`config.mk`:
```
export PLATFORM = sky130hd
export DESIGN_NAME = flow_ctrl
export DESIGN_NICKNAME = d
export VERILOG_FILES = /design/src/flow_ctrl_pkg.sv /design/src/flow_ctrl.sv
export SDC_FILE = /design/constraint.sdc
export NUM_CORES = 1
export LEC_CHECK = 0
export BUFFER_PORTS_ARGS = -buffer_cell sky130_fd_sc_hd__clkbuf_2
export CAP_MARGIN = 20
export CORE_UTILIZATION = 35
export DETAILED_ROUTE_END_ITERATION = 6
export PLACE_DENSITY_LB_ADDON = 0.05
export SETUP_SLACK_MARGIN = 0.4
export SYNTH_ARGS = -nofsm -noshare
export SYNTH_HDL_FRONTEND = slang
export SYNTH_SLANG_ARGS = --single-unit
```
`constraint.sdc`:
```
create_clock -name clk_sys -period 6.6 [get_ports clk_sys]
set_clock_uncertainty 0.15 [all_clocks]
set_input_delay 0.99 -clock clk_sys [delete_from_list [all_inputs] [get_ports clk_sys]]
set_output_delay 0.99 -clock clk_sys [all_outputs]
set_load 0.05 [all_outputs]
```
`src/flow_ctrl_pkg.sv`:
```
package flow_ctrl_pkg;
    localparam int XLEN = 64;
    localparam logic [7:0] NO_OPERATION_OPCODE = 8'h0_1;
    localparam logic [7:0] REGISTER_BRANCH_OPCODE = 8'h0_2;
    localparam logic [7:0] COUNTDOWN_BRANCH_OPCODE = 8'h0_3;
    localparam logic [7:0] SUPERVISOR_CALL_OPCODE = 8'h0_4;
    localparam logic [7:0] RELATIVE_ADDRESS_LOAD_OPCODE = 8'h0_5;
    localparam int OPC_LSB = 24;
    localparam int NEG_BIT = 21;
    localparam int COND_LSB = 19;
    localparam int TRAP_BIT = 23;
    localparam int IMM_LSB = 6;
    localparam int DATA_FLAG_BIT = 23;
    localparam int SVC_SHIFT = 6;
    localparam logic [XLEN-1:0] LINK_STEP = 64'h0000_0000_0000_0004;
    localparam int JUMP_BUFFERED_CYCLES = 1;

    typedef enum logic [2:0] {
        COND_ZERO = 3'h0, COND_BAD1 = 3'h1, COND_MSB = 3'h2, COND_LSB0 = 3'h3,
        COND_NZ = 3'h4, COND_BAD5 = 3'h5, COND_NMSB = 3'h6, COND_LSB1 = 3'h7
    } cond_t;

    typedef struct packed {
        logic reg_we;
        logic [5:0] reg_idx;
        logic [XLEN-1:0] reg_data;
        logic pc_we;
        logic [XLEN-1:0] pc_next;
        logic align_fault;
        logic page_fault;
        logic invalid;
        logic supervisor;
        logic [XLEN-1:0] service_addr;
        logic service_trap;
        logic slice_end;
        logic nop_done;
    } result_t;
endpackage : flow_ctrl_pkg

```
`src/flow_ctrl.sv`:
```
`timescale 1ns/1ps
`default_nettype none
module flow_ctrl (
    input wire logic clk_sys, // 20 MHz core clock
    input wire logic reset_n, // Async reset, active low
    input wire logic issue, // Instruction presented
    output logic ready, // Block can take an instruction
    input wire logic [31:0] instr, // Instruction word
    input wire logic [flow_ctrl_pkg::XLEN-1:0] pc, // Address of instruction
    input wire logic [flow_ctrl_pkg::XLEN-1:0] src_a, // Value of reg field 5..0
    input wire logic [flow_ctrl_pkg::XLEN-1:0] src_b, // Value of reg field 11..6
    input wire logic [flow_ctrl_pkg::XLEN-1:0] src_c, // Value of reg field 17..12
    output logic [flow_ctrl_pkg::XLEN-1:0] tlb_addr, // Address probed in ITLB
    input wire logic tlb_hit, // ITLB holds tlb_addr
    input wire logic target_buffered, // Target already in buffer
    input wire logic fetch_done, // Slow target fetch finished
    input wire logic [flow_ctrl_pkg::XLEN-1:0] service_base, // Supervisor entry base
    input wire logic [15:0] service_limit, // Implemented services
    output flow_ctrl_pkg::result_t result // Registered outcome, one cycle
);
    import flow_ctrl_pkg::*;

    typedef enum logic {IDLE, WAIT_FETCH} state_t;
    state_t state;
    result_t next_result;
    result_t held;
    logic [7:0] opc;
    logic take;
    logic go_slow;

    function automatic logic cond_true(input cond_t c, input logic [XLEN-1:0] v);
        case (c)
            COND_ZERO: cond_true = (v == '0);
            COND_MSB: cond_true = v[XLEN-1];
            COND_LSB0: cond_true = !v[0];
            COND_NZ: cond_true = (v != '0);
            COND_NMSB: cond_true = !v[XLEN-1];
            COND_LSB1: cond_true = v[0];
            default: cond_true = 1'b0;
        endcase
    endfunction : cond_true

    assign opc = instr[31:OPC_LSB];
    assign ready = (state == IDLE);

    // Loop entry probes its own fall-through address, jumps their target
    always_comb begin
        if (opc == RELATIVE_ADDRESS_LOAD_OPCODE) begin
            tlb_addr = pc + LINK_STEP;
        end else begin
            tlb_addr = src_b;
        end
    end

    always_comb begin
        cond_t cc;
        cc = cond_t'(instr[NEG_BIT:COND_LSB]);
        next_result = '0;
        take = 1'b0;
        go_slow = 1'b0;
        // Hint bits 23..22 and bit 18 are never looked at by the register jump
        case (opc)
            NO_OPERATION_OPCODE: begin
                next_result.nop_done = 1'b1;
            end
            REGISTER_BRANCH_OPCODE: begin
                // No suffix assembles as zero-test on r0, always true
                if (instr[17:12] == 6'd0 && cc == COND_ZERO) begin
                    take = 1'b1;
                end else if (cc == COND_BAD1 || cc == COND_BAD5) begin
                    next_result.invalid = 1'b1;
                end else begin
                    take = cond_true(cc, src_c);
                end
                if (take) begin
                    if (src_b[1:0] != 2'b00) begin
                        next_result.align_fault = 1'b1;
                    end else if (!tlb_hit) begin
                        next_result.page_fault = 1'b1;
                    end else begin
                        next_result.pc_we = 1'b1;
                        next_result.pc_next = src_b;
                        next_result.reg_idx = instr[5:0];
                        next_result.reg_data = pc + LINK_STEP;
                        next_result.reg_we = (instr[5:0] != 6'd0);
                        go_slow = !target_buffered;
                    end
                end
            end
            RELATIVE_ADDRESS_LOAD_OPCODE: begin
                if (!instr[DATA_FLAG_BIT] && instr[23:6] == 18'd0) begin
                    next_result.reg_we = 1'b1;
                    next_result.reg_idx = instr[5:0];
                    next_result.reg_data = pc + LINK_STEP;
                    next_result.page_fault = !tlb_hit;
                end else begin
                    next_result.invalid = 1'b1;
                end
            end
            COUNTDOWN_BRANCH_OPCODE: begin
                // Decrement and test of the old value share one cycle
                next_result.reg_we = 1'b1;
                next_result.reg_idx = instr[5:0];
                next_result.reg_data = src_a - 64'h0000_0000_0000_0001;
                next_result.pc_we = (src_a != '0);
                next_result.pc_next = src_b;
            end
            SUPERVISOR_CALL_OPCODE: begin
                next_result.supervisor = 1'b1;
                next_result.slice_end = instr[TRAP_BIT];
                next_result.reg_we = 1'b1;
                next_result.reg_idx = instr[5:0];
                next_result.reg_data = '0;
                next_result.service_addr = service_base
                    + (XLEN'(instr[21:IMM_LSB]) << SVC_SHIFT);
                next_result.service_trap = (instr[21:IMM_LSB] > service_limit);
                next_result.pc_we = !next_result.service_trap;
                next_result.pc_next = next_result.service_addr;
            end
            default: begin
                next_result = '0;
            end
        endcase
    end

    // Unbuffered target: hold the outcome until the fetch completes
    always_ff @(posedge clk_sys or negedge reset_n) begin
        if (!reset_n) begin
            state <= IDLE;
        end else begin
            case (state)
                IDLE: begin
                    if (issue && go_slow) begin
                        state <= WAIT_FETCH;
                    end
                end
                WAIT_FETCH: begin
                    if (fetch_done) begin
                        state <= IDLE;
                    end
                end
                default: begin
                    state <= IDLE;
                end
            endcase
        end
    end

    always_ff @(posedge clk_sys or negedge reset_n) begin
        if (!reset_n) begin
            held <= '0;
        end else if (ready && issue && go_slow) begin
            held <= next_result;
        end
    end

    always_ff @(posedge clk_sys or negedge reset_n) begin
        if (!reset_n) begin
            result <= '0;
        end else if (state == WAIT_FETCH) begin
            result <= fetch_done ? held : '0;
        end else if (issue && !go_slow) begin
            result <= next_result;
        end else begin
            result <= '0;
        end
    end

    AST_NOP_QUIET: assert property (@(posedge clk_sys) disable iff (!reset_n)
        (ready && issue && opc == NO_OPERATION_OPCODE)
        |=> (result.nop_done && !result.reg_we && !result.pc_we))
        else $error("nop changed state");

    AST_LINK_VALUE: assert property (@(posedge clk_sys) disable iff (!reset_n)
        (ready && issue && opc == REGISTER_BRANCH_OPCODE && target_buffered
         && next_result.pc_we)
        |=> (result.pc_next == $past(src_b) && result.reg_data == $past(pc) + 64'd4))
        else $error("jump link or target wrong");

    AST_ZERO_LINK: assert property (@(posedge clk_sys) disable iff (!reset_n)
        (result.pc_we && result.reg_idx == 6'd0 && !result.supervisor)
        |-> !result.reg_we)
        else $error("link written to register zero");

    AST_ALIGN_FIRST: assert property (@(posedge clk_sys) disable iff (!reset_n)
        (ready && issue && opc == REGISTER_BRANCH_OPCODE && take && src_b[1:0] != 2'b00)
        |=> (result.align_fault && !result.page_fault && !result.pc_we))
        else $error("alignment fault not first");

    AST_PAGE_FAULT: assert property (@(posedge clk_sys) disable iff (!reset_n)
        (ready && issue && opc == REGISTER_BRANCH_OPCODE && take
         && src_b[1:0] == 2'b00 && !tlb_hit)
        |=> result.page_fault)
        else $error("missing page fault");

    AST_NEGATE: assert property (@(posedge clk_sys) disable iff (!reset_n)
        (ready && issue && opc == REGISTER_BRANCH_OPCODE && instr[17:12] != 6'd0
         && instr[20:19] != 2'b01)
        |-> (take == (cond_true(cond_t'({1'b0, instr[20:19]}), src_c) ^ instr[NEG_BIT])))
        else $error("negation flag ignored");

    AST_LOOP_STEP: assert property (@(posedge clk_sys) disable iff (!reset_n)
        (ready && issue && opc == COUNTDOWN_BRANCH_OPCODE)
        |=> (result.reg_data == $past(src_a) - 64'd1
             && result.pc_we == ($past(src_a) != 64'd0)))
        else $error("loop step wrong");

    AST_SVC_TRAP: assert property (@(posedge clk_sys) disable iff (!reset_n)
        (ready && issue && opc == SUPERVISOR_CALL_OPCODE)
        |=> (result.supervisor && result.reg_data == 64'd0
             && result.service_trap == ($past(instr[21:6]) > $past(service_limit))))
        else $error("supervisor call outcome wrong");

    AST_BAD_COND: assert property (@(posedge clk_sys) disable iff (!reset_n)
        (ready && issue && opc == REGISTER_BRANCH_OPCODE && instr[20:19] == 2'b01)
        |=> (result.invalid && !result.pc_we))
        else $error("unassigned condition accepted");

    AST_SLOW_JUMP: assert property (@(posedge clk_sys) disable iff (!reset_n)
        (state == WAIT_FETCH && fetch_done) |=> (state == IDLE && result.pc_we))
        else $error("slow jump not released");

    AST_NOP_NO_FAULT: assert property (@(posedge clk_sys) disable iff (!reset_n)
        (ready && issue && opc == NO_OPERATION_OPCODE)
        |=> (!result.align_fault && !result.page_fault && !result.invalid
             && !result.supervisor && !result.slice_end))
        else $error("nop raised an event");

    // Unconditional form must not depend on whatever the condition operand shows
    AST_ALWAYS_TAKEN: assert property (@(posedge clk_sys) disable iff (!reset_n)
        (ready && issue && opc == REGISTER_BRANCH_OPCODE && instr[21:19] == 3'b000
         && instr[17:12] == 6'd0)
        |=> (result.pc_we || result.align_fault || result.page_fault || !ready))
        else $error("unconditional jump skipped");

    AST_PAGE_NO_LINK: assert property (@(posedge clk_sys) disable iff (!reset_n)
        (ready && issue && opc == REGISTER_BRANCH_OPCODE && take
         && src_b[1:0] == 2'b00 && !tlb_hit)
        |=> (!result.pc_we && !result.reg_we))
        else $error("faulting jump still linked");

    AST_NEG_SKIP: assert property (@(posedge clk_sys) disable iff (!reset_n)
        (ready && issue && opc == REGISTER_BRANCH_OPCODE && instr[21:19] == 3'b100
         && src_c == 64'd0)
        |=> (ready && !result.pc_we && !result.align_fault && !result.page_fault))
        else $error("nonzero test taken on zero");

    AST_ENTRY_LINK: assert property (@(posedge clk_sys) disable iff (!reset_n)
        (ready && issue && opc == RELATIVE_ADDRESS_LOAD_OPCODE && instr[23:6] == 18'd0)
        |=> (result.reg_we && result.reg_idx == $past(instr[5:0])
             && result.reg_data == $past(pc) + 64'd4
             && result.page_fault == !$past(tlb_hit)))
        else $error("loop entry outcome wrong");

    AST_ENTRY_DECODE: assert property (@(posedge clk_sys) disable iff (!reset_n)
        (ready && issue && opc == RELATIVE_ADDRESS_LOAD_OPCODE && instr[23:6] != 18'd0)
        |=> (result.invalid && !result.reg_we))
        else $error("malformed loop entry accepted");

    AST_LOOP_ONE_CYCLE: assert property (@(posedge clk_sys) disable iff (!reset_n)
        (ready && issue && opc == COUNTDOWN_BRANCH_OPCODE)
        |=> (ready && result.reg_we && result.reg_idx == $past(instr[5:0])))
        else $error("loop took more than one cycle");

    AST_LOOP_LAST: assert property (@(posedge clk_sys) disable iff (!reset_n)
        (ready && issue && opc == COUNTDOWN_BRANCH_OPCODE && src_a == 64'd0)
        |=> (!result.pc_we && result.reg_data == 64'hFFFF_FFFF_FFFF_FFFF))
        else $error("expired loop not ending at minus one");

    AST_SVC_MODE: assert property (@(posedge clk_sys) disable iff (!reset_n)
        (ready && issue && opc == SUPERVISOR_CALL_OPCODE)
        |=> (result.supervisor && result.pc_we == !result.service_trap))
        else $error("supervisor entry wrong");

    AST_SLICE_END: assert property (@(posedge clk_sys) disable iff (!reset_n)
        (ready && issue && opc == SUPERVISOR_CALL_OPCODE)
        |=> (result.slice_end == $past(instr[TRAP_BIT])))
        else $error("trap flag not followed");

    AST_SVC_CLEAR: assert property (@(posedge clk_sys) disable iff (!reset_n)
        (ready && issue && opc == SUPERVISOR_CALL_OPCODE)
        |=> (result.reg_we && result.reg_idx == $past(instr[5:0])))
        else $error("call operand not cleared");

    AST_SVC_ENTRY: assert property (@(posedge clk_sys) disable iff (!reset_n)
        (ready && issue && opc == SUPERVISOR_CALL_OPCODE)
        |=> (result.service_addr
             == $past(service_base) + {42'd0, $past(instr[21:6]), 6'd0}))
        else $error("service entry address wrong");

    // A missed target must park the block instead of answering early
    AST_SLOW_STALL: assert property (@(posedge clk_sys) disable iff (!reset_n)
        (ready && issue && opc == REGISTER_BRANCH_OPCODE && !target_buffered
         && next_result.pc_we)
        |=> (!ready && result == '0))
        else $error("unbuffered jump did not stall");

    AST_STALL_QUIET: assert property (@(posedge clk_sys) disable iff (!reset_n)
        (state == WAIT_FETCH && !fetch_done) |=> (state == WAIT_FETCH && result == '0))
        else $error("output during fetch stall");
endmodule : flow_ctrl
`default_nettype wire

```
==> metrics.txt <==
Yosys top cell by area=dfrtp_1; clock slew at reported path FFs=0.05 ns; simple-gate share of the synthesized area=0.201; post-route minimum period=4.92 ns; cell leakage power=0.0133 uW; CTS Buf Count=49; # IOs=646; Worst IR Drop VDD=0.178 mV; clock tree buffer depth=3; Post-Synth Adder-Cell Area=0.0212; reg-to-reg endpoint=result[190]; largest cells by area after synthesis=dfrtp_1, nand2_1, xor2_1; Post-Synth XOR/XNOR Area=0.0688; Residual DRC=0; Post-CTS Hold Buffers=0; r2r startpoint=state; Req. time, crit path=5.46 ns; HPWL after detailed placement=73300 um; grt ovf=0; Final Hold Viols=0; Crit. End Element=output pin; R2R Setup Slk=3.73 ns; synthesized instance count=2289; Area growth syn-to-layout=25.7%; slowest stage cell, crit path=or4_4; Die Span X=251 um; Slew HR=0.261; initial antenna violation count=9; FFs w/ async S/R, synth=1.00; GP Congestion=0.966; First-pass DRT Iterations=6; Placed Area=25700 sq um; clock root buffer=clkbuf_16; critical path, cell by cell=clkbuf_2 -> or4_4 -> nor3_1 -> buf_4 -> nand3_2 -> buf_4 -> o21ai_0 -> clkbuf_2; setup TNS=0 ns; Crit Path Class=input pin to output pin; Die H=251 um; core area=60700 sq um; latest clock arrival within the worst-skew pair=0.61 ns; setup violators final=0; post-synth top area share=0.480; largest net degree at the start of global routing=164; port bufs=645; Final nets=3292; post-route design area=27200 sq um; post-CTS setup buffers=0; H-tree Lvls=2; Reg2Reg Depth=5; Post-CTS Resized=0; EDFF count, synth=0; Initial Utilization=0.357; Syn Area/Cell=9.46 sq um; Total Wirelength=96200 um; Pwr Density=216 nW/um^2; sequential share of the synthesized area=0.480; worst hold path type=input pin to async pin; CP Max Fanout=34; Routed Antenna Nets=0; vias in the first global route=20200; WL per Instance=26.0 um; Critical Path AT=3.78 ns; Ys Warns=0; Max Cap Violations=0; mapped cell area=21600 sq um; top-count cell post-synth=dfrtp_1; Startpoint Class=input pin; final slew viol count=0; status=completed; Row Count=90; Slew @ Worst Pin=1.11 ns; number of synthesized register bits=415; Syn Nets=2699; CTS tree=done; via count=20600; First DRT Iteration DRCs=1860; DIE AREA=62900 sq um; top cells by count, synth=dfrtp_1, nand2_1, o21ai_0; vias per cell=5.56; FMAX=203 MHz; post-synthesis mux area share=0.0243; RSZ-0062 raised after global routing=no; Synth cell types=80; post-synthesis compound-gate area fraction=0.172; slowest stage delay, CP=0.55 ns; final period utilization=0.745; main combinational cell family by area after synthesis=simple AND/OR/NAND/NOR gates; first-pass GRT wire length=138000 um; Main synth FF type=dfrtp_1; total track usage=0.300; share of cells above drive strength 1=0.282; Sink Count=415
## through the flow
step | setup WS (ns) | utilization | power, uW | hold WS (ns) | std cells
final | 1.68 | 0.448 | 5880 | 0.279 | 3707
after global routing | 1.42 | 0.448 | 6080 | 0.330 | 3704
after CTS | 1.60 | 0.448 | 5930 | 0.322 | 3700
after detailed placement | 0.965 | 0.423 | 3280 | 0.304 | 3613
after global placement | 0.990 | 0.423 | 3280 | 0.300 | 3613
after floorplan | 2.06 | - | 2890 | 0.285 | 2289
## kinds of logic after synthesis
| kind of cell | count (synthesis) |
|---|---|
| fa+ha+maj | 36 |
| mux | 47 |
| simple gates | 888 |
| flops | 415 |
| compound gates | 562 |
| xor+xnor | 170 |
| buf+inv | 171 |
## worst max path at each step
stage | startpoint | to | slack, ns
floorplan | pc[29] | tlb_addr[62] | 2.06
global placement | src_c[35] | held[90] | 0.99
detailed placement | src_c[63] | held[84] | 0.97
CTS | src_c[63] | held[84] | 1.60
global route | src_c[63] | held[86] | 1.42
finish | instr[27] | tlb_addr[53] | 1.68
## layout make-up
| type | instances | area, sq um |
|---|---|---|
| well taps | 782 | 978 |
| repair buffers | 675 | 3580 |
| flip-flops and latches | 415 | 10400 |
| multi-input cells | 1703 | 10600 |
| fillers | 5972 | 33500 |
| diodes | 7 | 17.5 |
| clock inverters | 13 | 120 |
| inverters | 38 | 143 |
| clock buffers | 74 | 1410 |
## worst max-delay path: cells and delay by family
family	cells	cell delay [ns]
buffers and inverters	4	1.12
and+or+nand+nor	3	1.27
AOI/OAI and AO/OA	1	0.38
## power breakdown
part           switching (uW)  internal, uW  leakage, uW
Combinational             485           209      0.00675
Sequential               1.54          2550      0.00580
Clock                    1130          1510     0.000756
Total                    1620          4270       0.0133
## flip-flops by register name, summed over array words and instances (netlist names)
signal / count
held: 207
state: 1
result: 207
## routing by layer
| layer | part of all wire | up-vias | GRT usage |
|---|---|---|---|
| li1 | - | 9401 | - |
| met5 | 0.00011 | - | 0 |
| met3 | 0.062 | 116 | 0.0422 |
| met4 | 0.021 | 2 | 0.0717 |
| met1 | 0.44 | 10200 | 0.412 |
| met2 | 0.48 | 855 | 0.497 |
## cell usage in the layout, fill, tap and decap left out, types with 7 or more instances in the layout
master     netlist  final
buf_12           0      9
clkbuf_1        87     16
a2bb2oi_1       15     15
xnor2_1         77     77
and2_1          81     79
or3_1           10     10
xor2_1          93     93
a221o_1         12     12
diode_2          0      7
a21oi_1         71     71
a21o_1          17     17
a221oi_1        10     10
a22o_1          51     51
clkbuf_8         0      9
dfrtp_1        415    415
and3_1          21     20
clkbuf_16        0     49
nor2_1         113    112
o21ai_1         56     55
clkbuf_2         2    644
buf_4            2     21
a22oi_1         81     81
inv_1           38     38
nand4_1         40     40
and4_1          13     13
o21ai_0        158    158
a211oi_1        11     11
mux2_2          45     45
ha_1            35     35
or2_2            7      7
nor4_1          58     58
nand2_1        379    379
o22ai_1         14     14
clkinv_2         0      8
o21a_1           7      7
nor3_1          40     40
a2111oi_0       11     11
nand3_1         74     73
nand2b_1         8      8
Power figures use the tool's default switching activity.
